==> src/ssob_pkg.sv <==
package ssob_pkg;
	// ------------------------------------------------------------
	// Sizes and positions
	// ------------------------------------------------------------
	localparam int ADDR_W = 32;
	localparam int DATA_W = 64;
	localparam int MASK_W = 8;
	localparam int INSTR_W = 32;
	localparam int DW_LSB = 3;
	localparam int WORD_SEL_BIT = 2;
	localparam int SB_DEPTH = 4;
	localparam int SB_IDX_W = 2;
	localparam int SB_CNT_W = 3;
	localparam logic [SB_CNT_W-1:0] SB_FULL = 3'h4;
	localparam int EPOCH_W = 3;
	localparam int IB_LINES = 8;
	localparam int IB_IDX_W = 3;
	localparam int IB_TAG_W = ADDR_W - DW_LSB - IB_IDX_W;
	localparam int RFQ_DEPTH = 4;
	localparam int RFQ_PTR_W = 2;
	localparam int RFQ_CNT_W = 3;
	localparam logic [RFQ_CNT_W-1:0] RFQ_FULL = 3'h4;
	localparam int LFLUSH_MAX_INSTR = 5;
	localparam logic MODE_RST = 1'b0;

	// ------------------------------------------------------------
	// Types
	// ------------------------------------------------------------
	typedef enum logic [2:0] {
		OP_LOAD, OP_STORE, OP_FLUSH, OP_ATOMIC, OP_BARRIER, OP_MODE
	} ssob_op_e;
	typedef enum logic [2:0] {
		MK_READ, MK_WRITE, MK_ATOMIC, MK_RFLUSH, MK_IFETCH
	} ssob_mem_e;
	typedef enum logic [1:0] {MS_IDLE, MS_REQ, MS_WAIT} ssob_mst_e;
	typedef enum logic [1:0] {SRC_LOAD, SRC_IFETCH, SRC_DRAIN} ssob_src_e;
	typedef enum logic [1:0] {FS_IDLE, FS_LOOK, FS_MISS} ssob_fst_e;

	typedef struct packed {
		logic valid;
		ssob_op_e op;
		logic [ADDR_W-1:0] addr;
		logic [DATA_W-1:0] data;
		logic [MASK_W-1:0] mask;
		logic [EPOCH_W-1:0] epoch;
	} ssob_sbe_s;

	typedef struct packed {
		ssob_sbe_s [SB_DEPTH-1:0] sb;
		logic [SB_CNT_W-1:0] sb_cnt;
		logic mode;
		logic [EPOCH_W-1:0] epoch;
		logic epoch_used;
		logic ld_pend;
		logic [ADDR_W-1:0] ld_addr;
		logic atom;
		logic req_ready;
		logic rsp_valid;
		logic [DATA_W-1:0] rsp_data;
		ssob_mst_e mst;
		ssob_src_e msrc;
		logic mvalid;
		ssob_mem_e mkind;
		logic [ADDR_W-1:0] maddr;
		logic [DATA_W-1:0] mdata;
		logic [MASK_W-1:0] mmask;
		logic [SB_IDX_W-1:0] midx;
		ssob_fst_e fst;
		logic [ADDR_W-1:0] faddr;
		logic fetch_ready;
		logic f_rsp_valid;
		logic [INSTR_W-1:0] f_rsp_data;
		logic lfl_valid;
		logic [ADDR_W-1:0] lfl_addr;
		logic [RFQ_DEPTH-1:0][ADDR_W-1:0] rfq;
		logic [RFQ_PTR_W-1:0] rfq_wp;
		logic [RFQ_PTR_W-1:0] rfq_rp;
		logic [RFQ_CNT_W-1:0] rfq_cnt;
		logic rfl_ready;
	} ssob_state_s;

	typedef struct packed {
		logic [IB_LINES-1:0] vld;
		logic [IB_LINES-1:0][IB_TAG_W-1:0] tag;
		logic [IB_LINES-1:0][DATA_W-1:0] data;
		logic hit;
		logic [INSTR_W-1:0] rdata;
	} ssob_ib_s;

	localparam ssob_state_s ST_RST = '0;
	localparam ssob_ib_s IB_RST = '0;
endpackage

==> src/ssob_instruction_buffer_if.sv <==
interface ssob_instruction_buffer_if;
	import ssob_pkg::*;
	logic look_valid;
	logic [ADDR_W-1:0] look_addr;
	logic hit;
	logic [INSTR_W-1:0] rdata;
	logic fill_valid;
	logic [ADDR_W-1:0] fill_addr;
	logic [DATA_W-1:0] fill_data;
	logic inval_valid;
	logic [ADDR_W-1:0] inval_addr;

	modport main (
		output look_valid, look_addr, fill_valid, fill_addr, fill_data,
		output inval_valid, inval_addr,
		input hit, rdata
	);
	modport instruction_buffer (
		input look_valid, look_addr, fill_valid, fill_addr, fill_data,
		input inval_valid, inval_addr,
		output hit, rdata
	);
endinterface

==> src/ssob_instruction_buffer.sv <==
module ssob_instruction_buffer
	import ssob_pkg::*;
(
	input wire logic clk_sys,
	input wire logic rst_n,
	ssob_instruction_buffer_if.instruction_buffer ib
);
	ssob_ib_s s_q;
	ssob_ib_s s_d;
	logic [IB_IDX_W-1:0] l_idx;
	logic [IB_IDX_W-1:0] f_idx;
	logic [IB_IDX_W-1:0] i_idx;

	assign l_idx = ib.look_addr[DW_LSB+IB_IDX_W-1:DW_LSB];
	assign f_idx = ib.fill_addr[DW_LSB+IB_IDX_W-1:DW_LSB];
	assign i_idx = ib.inval_addr[DW_LSB+IB_IDX_W-1:DW_LSB];
	assign ib.hit = s_q.hit;
	assign ib.rdata = s_q.rdata;

	// ------------------------------------------------------------
	// Lookup, fill, invalidate
	// ------------------------------------------------------------
	always_comb begin
		s_d = s_q;
		s_d.hit = ib.look_valid && s_q.vld[l_idx] &&
			s_q.tag[l_idx] == ib.look_addr[ADDR_W-1:DW_LSB+IB_IDX_W];
		s_d.rdata = ib.look_addr[WORD_SEL_BIT] ?
			s_q.data[l_idx][DATA_W-1:INSTR_W] :
			s_q.data[l_idx][INSTR_W-1:0];
		if (ib.fill_valid) begin
			s_d.vld[f_idx] = 1'b1;
			s_d.tag[f_idx] = ib.fill_addr[ADDR_W-1:DW_LSB+IB_IDX_W];
			s_d.data[f_idx] = ib.fill_data;
		end
		// Invalidate after fill so a racing refill cannot survive
		if (ib.inval_valid && s_q.vld[i_idx] && s_q.tag[i_idx] ==
			ib.inval_addr[ADDR_W-1:DW_LSB+IB_IDX_W]) begin
			s_d.vld[i_idx] = 1'b0;
		end
		if (ib.inval_valid && ib.fill_valid && f_idx == i_idx &&
			ib.fill_addr[ADDR_W-1:DW_LSB] ==
			ib.inval_addr[ADDR_W-1:DW_LSB]) begin
			s_d.vld[i_idx] = 1'b0;
		end
	end

	always_ff @(posedge clk_sys or negedge rst_n) begin
		if (!rst_n) begin
			s_q <= IB_RST;
		end else begin
			s_q <= s_d;
		end
	end
endmodule // ssob_instruction_buffer

==> src/ssob_top.sv <==
// Functional notes
// - Memory operations leave this port one at a time, single global order.
// - Total store order mode drains the store buffer strictly first-in first-out.
// - Loads search the buffer; newest same-location store answers, else memory.
// - No further memory operation accepted while a load is outstanding.
// - Atomic enters buffer, stalls processor, goes to memory once buffer drained.
// - Partial store order may reorder, but never across a store barrier.
// - Partial store order keeps same-location entries in issue order.
// - Mode bit 0 selects total store order, 1 partial store order.
// - Without partial store order support, setting the mode bit is ignored.
// - Store barrier is a no-operation unless partial store order is active.
// - Instruction buffer has local flush stage, line data, remote flush queue.
// - Flush sends local invalidate and buffers remote flush, without stalling.
// - Local flush invalidates within five instructions of the flush.
// - Fetch of flushed address afterwards misses and loads through memory port.
// - Local flushes take effect in issue order.
// - Remote flush drains like a store, changes no memory, reaches others.
// - Remote flush invalidates when it reaches head of the remote queue.
// - Same location means same aligned doubleword address.
module ssob_top
	import ssob_pkg::*;
#(
	parameter logic PSO_SUPPORTED = 1'b1
)
(
	input wire logic clk_sys,
	input wire logic rst_n,
	input wire logic cpu_req_valid,
	input wire ssob_op_e cpu_req_op,
	input wire logic [ADDR_W-1:0] cpu_req_addr,
	input wire logic [DATA_W-1:0] cpu_req_data,
	input wire logic [MASK_W-1:0] cpu_req_mask,
	output logic cpu_req_ready,
	output logic cpu_rsp_valid,
	output logic [DATA_W-1:0] cpu_rsp_data,
	output logic mode_pso,
	input wire logic fetch_valid,
	input wire logic [ADDR_W-1:0] fetch_addr,
	output logic fetch_ready,
	output logic fetch_rsp_valid,
	output logic [INSTR_W-1:0] fetch_rsp_data,
	output logic mem_req_valid,
	output ssob_mem_e mem_req_kind,
	output logic [ADDR_W-1:0] mem_req_addr,
	output logic [DATA_W-1:0] mem_req_data,
	output logic [MASK_W-1:0] mem_req_mask,
	input wire logic mem_req_ready,
	input wire logic mem_rsp_valid,
	input wire logic [DATA_W-1:0] mem_rsp_data,
	input wire logic rfl_in_valid,
	input wire logic [ADDR_W-1:0] rfl_in_addr,
	output logic rfl_in_ready
);
	ssob_state_s s_q;
	ssob_state_s s_d;
	ssob_instruction_buffer_if ib ();
	logic acc;
	logic hit;
	logic [SB_IDX_W-1:0] hit_idx;
	logic sel_ok;
	logic [SB_IDX_W-1:0] sel_idx;
	logic iss_drain;

	function automatic logic same_dw(input logic [ADDR_W-1:0] a,
		input logic [ADDR_W-1:0] b);
		return a[ADDR_W-1:DW_LSB] == b[ADDR_W-1:DW_LSB];
	endfunction

	ssob_instruction_buffer u_instruction_buffer (
		.clk_sys(clk_sys),
		.rst_n(rst_n),
		.ib(ib.instruction_buffer)
	);

	// ------------------------------------------------------------
	// Forwarding search and drain selection
	// ------------------------------------------------------------
	always_comb begin
		logic ok;
		ok = 1'b0;
		hit = 1'b0;
		hit_idx = '0;
		sel_ok = 1'b0;
		sel_idx = '0;
		for (int i = 0; i < SB_DEPTH; i++) begin
			// Later index is newer, so the last match wins
			if (s_q.sb[i].valid && s_q.sb[i].op == OP_STORE &&
				same_dw(s_q.sb[i].addr, cpu_req_addr)) begin
				hit = 1'b1;
				hit_idx = SB_IDX_W'(i);
			end
			ok = s_q.sb[i].valid && (s_q.mode || i == 0);
			if (s_q.sb[i].epoch != s_q.sb[0].epoch) begin
				ok = 1'b0;
			end
			if (s_q.sb[i].op == OP_ATOMIC &&
				(i != 0 || s_q.sb_cnt != SB_CNT_W'(1))) begin
				ok = 1'b0;
			end
			for (int j = 0; j < SB_DEPTH; j++) begin
				if (j < i && s_q.sb[j].valid &&
					same_dw(s_q.sb[j].addr, s_q.sb[i].addr)) begin
					ok = 1'b0;
				end
			end
			// Newest eligible entry goes first in partial order
			if (ok) begin
				sel_ok = 1'b1;
				sel_idx = SB_IDX_W'(i);
			end
		end
	end

	// ------------------------------------------------------------
	// Next state
	// ------------------------------------------------------------
	always_comb begin
		s_d = s_q;
		s_d.rsp_valid = 1'b0;
		s_d.f_rsp_valid = 1'b0;
		acc = cpu_req_valid && s_q.req_ready;
		iss_drain = 1'b0;
		ib.look_valid = fetch_valid && s_q.fst == FS_IDLE;
		ib.look_addr = fetch_addr;
		ib.fill_valid = 1'b0;
		ib.fill_addr = s_q.faddr;
		ib.fill_data = mem_rsp_data;
		ib.inval_valid = 1'b0;
		ib.inval_addr = s_q.lfl_addr;

		// Local flush stage empties every cycle, ahead of remote flushes
		if (s_q.lfl_valid) begin
			ib.inval_valid = 1'b1;
			s_d.lfl_valid = 1'b0;
		end else if (s_q.rfq_cnt != '0) begin
			ib.inval_valid = 1'b1;
			ib.inval_addr = s_q.rfq[s_q.rfq_rp];
			s_d.rfq_rp = s_q.rfq_rp + RFQ_PTR_W'(1);
			s_d.rfq_cnt = s_q.rfq_cnt - RFQ_CNT_W'(1);
		end
		if (rfl_in_valid && s_q.rfl_ready) begin
			s_d.rfq[s_q.rfq_wp] = rfl_in_addr;
			s_d.rfq_wp = s_q.rfq_wp + RFQ_PTR_W'(1);
			s_d.rfq_cnt = s_d.rfq_cnt + RFQ_CNT_W'(1);
		end

		// Instruction fetch
		case (s_q.fst)
			FS_IDLE: begin
				if (fetch_valid) begin
					s_d.faddr = fetch_addr;
					s_d.fst = FS_LOOK;
				end
			end
			FS_LOOK: begin
				if (ib.hit) begin
					s_d.f_rsp_valid = 1'b1;
					s_d.f_rsp_data = ib.rdata;
					s_d.fst = FS_IDLE;
				end else begin
					s_d.fst = FS_MISS;
				end
			end
			FS_MISS: begin
			end
			default: begin
				s_d.fst = FS_IDLE;
			end
		endcase

		// Memory port: one operation in flight
		case (s_q.mst)
			MS_IDLE: begin
				if (s_q.ld_pend) begin
					s_d.msrc = SRC_LOAD;
					s_d.mkind = MK_READ;
					s_d.maddr = s_q.ld_addr;
					s_d.mvalid = 1'b1;
					s_d.mst = MS_REQ;
				end else if (s_q.fst == FS_MISS) begin
					s_d.msrc = SRC_IFETCH;
					s_d.mkind = MK_IFETCH;
					s_d.maddr = s_q.faddr;
					s_d.mvalid = 1'b1;
					s_d.mst = MS_REQ;
				end else if (sel_ok) begin
					iss_drain = 1'b1;
					s_d.msrc = SRC_DRAIN;
					s_d.midx = sel_idx;
					s_d.maddr = s_q.sb[sel_idx].addr;
					s_d.mdata = s_q.sb[sel_idx].data;
					s_d.mmask = s_q.sb[sel_idx].mask;
					case (s_q.sb[sel_idx].op)
						OP_ATOMIC: s_d.mkind = MK_ATOMIC;
						OP_FLUSH: s_d.mkind = MK_RFLUSH;
						default: s_d.mkind = MK_WRITE;
					endcase
					s_d.mvalid = 1'b1;
					s_d.mst = MS_REQ;
				end
			end
			MS_REQ: begin
				if (mem_req_ready) begin
					s_d.mvalid = 1'b0;
					s_d.mst = MS_WAIT;
				end
			end
			MS_WAIT: begin
				if (mem_rsp_valid) begin
					s_d.mst = MS_IDLE;
					case (s_q.msrc)
						SRC_LOAD: begin
							s_d.rsp_valid = 1'b1;
							s_d.rsp_data = mem_rsp_data;
							s_d.ld_pend = 1'b0;
						end
						SRC_IFETCH: begin
							ib.fill_valid = 1'b1;
							s_d.f_rsp_valid = 1'b1;
							s_d.f_rsp_data = s_q.faddr[WORD_SEL_BIT] ?
								mem_rsp_data[DATA_W-1:INSTR_W] :
								mem_rsp_data[INSTR_W-1:0];
							s_d.fst = FS_IDLE;
						end
						default: begin
							if (s_q.sb[s_q.midx].op == OP_ATOMIC) begin
								s_d.rsp_valid = 1'b1;
								s_d.rsp_data = mem_rsp_data;
								s_d.atom = 1'b0;
							end
							for (int i = 0; i < SB_DEPTH - 1; i++) begin
								if (i >= int'(s_q.midx)) begin
									s_d.sb[i] = s_d.sb[i+1];
								end
							end
							s_d.sb[SB_DEPTH-1] = '0;
							s_d.sb_cnt = s_q.sb_cnt - SB_CNT_W'(1);
						end
					endcase
				end
			end
			default: begin
				s_d.mst = MS_IDLE;
			end
		endcase

		// Processor requests
		if (acc) begin
			case (cpu_req_op)
				OP_LOAD: begin
					if (hit) begin
						s_d.rsp_valid = 1'b1;
						s_d.rsp_data = s_q.sb[hit_idx].data;
					end else begin
						s_d.ld_pend = 1'b1;
						s_d.ld_addr = cpu_req_addr;
					end
				end
				OP_STORE, OP_FLUSH, OP_ATOMIC: begin
					s_d.sb[s_d.sb_cnt[SB_IDX_W-1:0]] = '{
						valid: 1'b1,
						op: cpu_req_op,
						addr: cpu_req_addr,
						data: cpu_req_op == OP_FLUSH ? '0 : cpu_req_data,
						mask: cpu_req_op == OP_FLUSH ? '0 : cpu_req_mask,
						epoch: s_q.epoch
					};
					s_d.sb_cnt = s_d.sb_cnt + SB_CNT_W'(1);
					s_d.epoch_used = 1'b1;
					if (cpu_req_op == OP_FLUSH) begin
						s_d.lfl_valid = 1'b1;
						s_d.lfl_addr = cpu_req_addr;
					end
					if (cpu_req_op == OP_ATOMIC) begin
						s_d.atom = 1'b1;
					end
				end
				OP_BARRIER: begin
					// Empty partitions are skipped so epochs never alias
					if (s_q.mode && s_q.epoch_used) begin
						s_d.epoch = s_q.epoch + EPOCH_W'(1);
						s_d.epoch_used = 1'b0;
					end
				end
				OP_MODE: begin
					s_d.mode = cpu_req_data[0] & PSO_SUPPORTED;
				end
				default: begin
				end
			endcase
		end

		s_d.req_ready = !s_d.ld_pend && !s_d.atom &&
			s_d.sb_cnt < SB_FULL &&
			!(acc && cpu_req_op == OP_LOAD);
		s_d.fetch_ready = s_d.fst == FS_IDLE;
		s_d.rfl_ready = s_d.rfq_cnt < RFQ_FULL;
	end

	always_ff @(posedge clk_sys or negedge rst_n) begin
		if (!rst_n) begin
			s_q <= ST_RST;
			s_q.mode <= MODE_RST;
		end else begin
			s_q <= s_d;
		end
	end

	assign cpu_req_ready = s_q.req_ready;
	assign cpu_rsp_valid = s_q.rsp_valid;
	assign cpu_rsp_data = s_q.rsp_data;
	assign mode_pso = s_q.mode;
	assign fetch_ready = s_q.fetch_ready;
	assign fetch_rsp_valid = s_q.f_rsp_valid;
	assign fetch_rsp_data = s_q.f_rsp_data;
	assign mem_req_valid = s_q.mvalid;
	assign mem_req_kind = s_q.mkind;
	assign mem_req_addr = s_q.maddr;
	assign mem_req_data = s_q.mdata;
	assign mem_req_mask = s_q.mmask;
	assign rfl_in_ready = s_q.rfl_ready;
endmodule // ssob_top

==> config.mk <==
export PLATFORM = sky130hd
export DESIGN_NAME = ssob_top
export DESIGN_NICKNAME = d
export VERILOG_FILES = /design/src/ssob_pkg.sv /design/src/ssob_instruction_buffer_if.sv /design/src/ssob_instruction_buffer.sv /design/src/ssob_top.sv
export SDC_FILE = /design/constraint.sdc
export NUM_CORES = 2
export LEC_CHECK = 0
export BUFFER_PORTS_ARGS = -buffer_cell sky130_fd_sc_hd__buf_2
export CORE_AREA = 2 2 400 402
export CTS_BUF_LIST = sky130_fd_sc_hd__clkbuf_8
export CTS_CLUSTER_SIZE = 12
export DETAILED_ROUTE_END_ITERATION = 8
export DIE_AREA = 0 0 402 404
export HOLD_SLACK_MARGIN = 0.08
export PLACE_DENSITY_LB_ADDON = 0.08
export SYNTH_ARGS = -nofsm -noshare
export SYNTH_HDL_FRONTEND = slang
export SYNTH_SLANG_ARGS = --single-unit
==> constraint.sdc <==
create_clock -name clk_sys -period 3.2 [get_ports clk_sys]
set_clock_uncertainty 0.2 [all_clocks]
set_input_delay 0.32 -clock clk_sys [delete_from_list [all_inputs] [get_ports clk_sys]]
set_output_delay 0.32 -clock clk_sys [all_outputs]
set_load 0.005 [all_outputs]
==> run summary <==
The checks that failed: setup timing. The post-placement cell count is 11000. The max capacitance violation total came out at 0. The run finished, with violations left.

The residual overflow from global routing came out at 0. The post-synthesis net count is 8985. In the final routed layout, each cell accounts on average for 28.1 µm.

TritonCTS built the clock tree. Setup repair after global routing could not meet its margin everywhere. The data required time at the worst endpoint came out at 3.90 ns. The synthesized area divided by synthesized cell count came out at 9.89 µm². The measured slew at the worst slew-check pin is 0.984 ns. The cell area power density is 1010 nW/µm². The final-report setup violation count is 215. Global routing used 40.8% of the available tracks across all layers.

In the synthesized netlist the async set-or-reset flop fraction comes to 100%. The area of the mapped netlist came out at 86300 µm². The CTS H-tree depth is 5. The final critical path time including I/O delays and setup came out at 3.80 ns.

The total I/O pin count came out at 452. In the routed layout, each cell is associated on average with a via count of 6.22. The chip height came out at 404 µm.

The count of vias placed by the detailed router is 75500. The via count of the first global-routing pass came out at 74000. The total wire length after detailed routing is 342000 µm. The number of distinct library cells after synthesis came out at 76. The antenna violation net count after detailed routing came out at 0. The initial cell density of the core came out at 54.7%. The flop and latch count out of synthesis came out at 1648. The cell count after synthesis came out at 8729. The detailed-routing iteration count for the pre-antenna-repair pass came out at 9. The library cells used most frequently in the layout, excluding fill and tap cells, are nand2_1, dfrtp_1, a21oi_1, buf_4, mux2i_1. For this block, the initial DRC count from the detailed router was 10000. Along the worst path, the maximum fanout reaches 7. The final hold violation count came out at 0. The sequential-to-total area share from yosys stat came out at 47.8%. The top flip-flop cell by instance count after synthesis is dfrtp_1. The highest clock frequency the design can meet is 263 MHz.

The total clock buffers created by CTS is 302. The final critical path takes up 119% of the cycle. Excluding fillers, the count of instances in the completed layout stands at 12100. Entering global routing, the biggest net connects 165 pins.

The maximum resistive drop on vdd is 0.570 mV. The clock edge transition at the registers on the reported setup and hold paths came out at 0.06 ns. The final number of max-transition violations came out at 0. The clock net sink count is 1648.

The share of layout cells above drive strength 1 came out at 28.2%. The number of warning messages in the yosys log is 0. The clock latency on the worst-skew pair came out at 1.04 ns. The synthesis-to-layout area growth came out at 27.4%. The relative slew slack is 34.4%. The root cell of the clock tree is clkbuf_8. The clock passes through at most 4 buffers. The power after layout is 111 mW. The kind of launch point of the worst setup path is a flop.

The number of buffer cells added on primary ports is 448. The analysis attributes to cell leakage a power of 52.4 nW. The worst setup path is captured at a flop.

Across all setup checks in the final design, the least slack found is -0.605 ns. The placer congestion estimate came out at 1.02. The path type of the worst min-delay path is input port to flop. The initial antenna violation count came to 46. The data arrival time of the critical path is 4.51 ns. The area of the core came out at 158000 µm². The count of flip-flops with a built-in enable after synthesis came out at 0.

The first global-routing pass estimated 493000 µm of wire. The critical setup path kind is flop to flop. The number of design rule violations left after detail routing came out at 0. The number of core rows is 146. The library cell used most frequently in the layout, excluding fill and tap cells, is nand2_1.

The post-DP HPWL is 211000 µm. The net total in the final layout is 10100. The die is 402 µm wide. The die covers 162000 µm².
-- what timing repair did --
action                                  in CTS  in global routing
gates resized for setup                    391                376
pin swaps                                  143                163
endpoints found under the setup margin     215                227
hold endpoints to repair                  2961                  0
hold buffers                               523                  0
gates cloned                                23                 33
setup buffers                               71                 33
-- per-layer routing --
metal / global-route usage [%] / up-vias / share of wire (%)
li1: - / 32000 / -
met4: 18.4 / 18 / 5.0
met5: 0 / - / 0.025
met2: 60.3 / 4577 / 44
met1: 56.6 / 37900 / 39
met3: 10.7 / 1006 / 11
-- where the power goes --
| group | internal [mW] | switching, mW |
|---|---|---|
| combinational | 25.7 | 27.2 |
| sequential | 30.2 | 8.36 |
| clock | 10.4 | 9.12 |
| total | 66.4 | 44.6 |
-- area by class of cell --
class / count / area, µm²
fill: 11900 / 47900
multi-input combinational: 6017 / 42700
sequential: 1648 / 41300
timing repair buffer: 1869 / 17600
clock buffer: 371 / 5110
tap: 2072 / 2590
clock inverter: 126 / 541
inverter: 17 / 63.8
antenna: 25 / 62.6
-- path summary, 6_finish.rpt --
path	start	to	slack, ns	depth (start not counted)
max	s_q[664]$_DFF_PN0_	cpu_rsp_data[15]$_DFF_PN0_	-0.60	14
min	mem_rsp_data[22]	cpu_rsp_data[22]$_DFF_PN0_	0.15	5
max reg2reg	s_q[664]$_DFF_PN0_	cpu_rsp_data[15]$_DFF_PN0_	-0.60	14
min reg2reg	u_instruction_buffer.s_q[184]$_DFFE_PN0P_	u_instruction_buffer.s_q[184]$_DFFE_PN0P_	0.27	2
max in group asynchronous	rst_n	s_q[731]$_DFF_PN0_	1.26	6
min in group asynchronous	rst_n	u_instruction_buffer.s_q[656]$_DFFE_PN0P_	0.38	4
-- through the flow --
step                      hold slack (ns)  TNS (ns)  worst slack [ns]  util (%)  instance area (µm²)
after global placement             0.0802   -121.36            -0.942      59.6                94000
after detailed placement           0.0806   -113.13            -0.879      59.6                94000
after floorplan                    -0.176    -0.579            -0.110         -                86300
final                               0.148    -81.08            -0.605      69.7               110000
after CTS                          0.0803    -68.07            -0.530      68.2               108000
after global routing               0.0964    -94.80            -0.702      69.6               110000
-- synthesized netlist by cell type (all sizes together) (53+ instances only) --
cell type,count,share of area (%)
a21oi,695,4.0
buf,411,2.9
clkbuf,641,2.8
dfrtp,1648,48
mux2,459,6.0
mux2i,624,7.2
mux4,243,6.3
nand2,2220,9.7
nand3,259,1.5
nand4,62,0.45
nor2,300,1.3
nor4,53,0.40
o21ai,240,1.4
o22ai,72,0.52
xnor2,223,2.3
xor2,166,1.7
-- critical path, stage by stage (launching register included) --
cell and delay, ns:
dfrtp_1 0.41, buf_4 0.18, xor2_1 0.16, nor4_1 0.22, buf_4 0.17, nand4_1 0.15, or4_4 0.46, or4_4 0.55
buf_12 0.19, buf_16 0.15, buf_12 0.16, mux2i_1 0.15, a21oi_1 0.09, mux2i_1 0.29, a21oi_1 0.13
-- sequential cells by signal, summed over array words and instances, names as in the netlist, 2 cells and up --
register                       count
mem_req_mask                       8
s_q                              646
fetch_rsp_data                    32
u_instruction_buffer.s_q         728
cpu_rsp_data                      64
mem_req_kind                       2
u_instruction_buffer.ib.rdata     32
mem_req_addr                      32
ib.fill_addr                      32
mem_req_data                      64
-- cell families after synthesis --
group	after synthesis	synth area share, %
adders and majority gates	14	0.203
AOI/OAI and AO/OA	1266	8.41
muxes	1326	19.6
buffers and inverters	1069	5.81
DFF	1648	47.8
and+or+nand+nor	3017	14.3
xor gates and xnor gates	389	3.95
(Power assumes the default switching activity.)
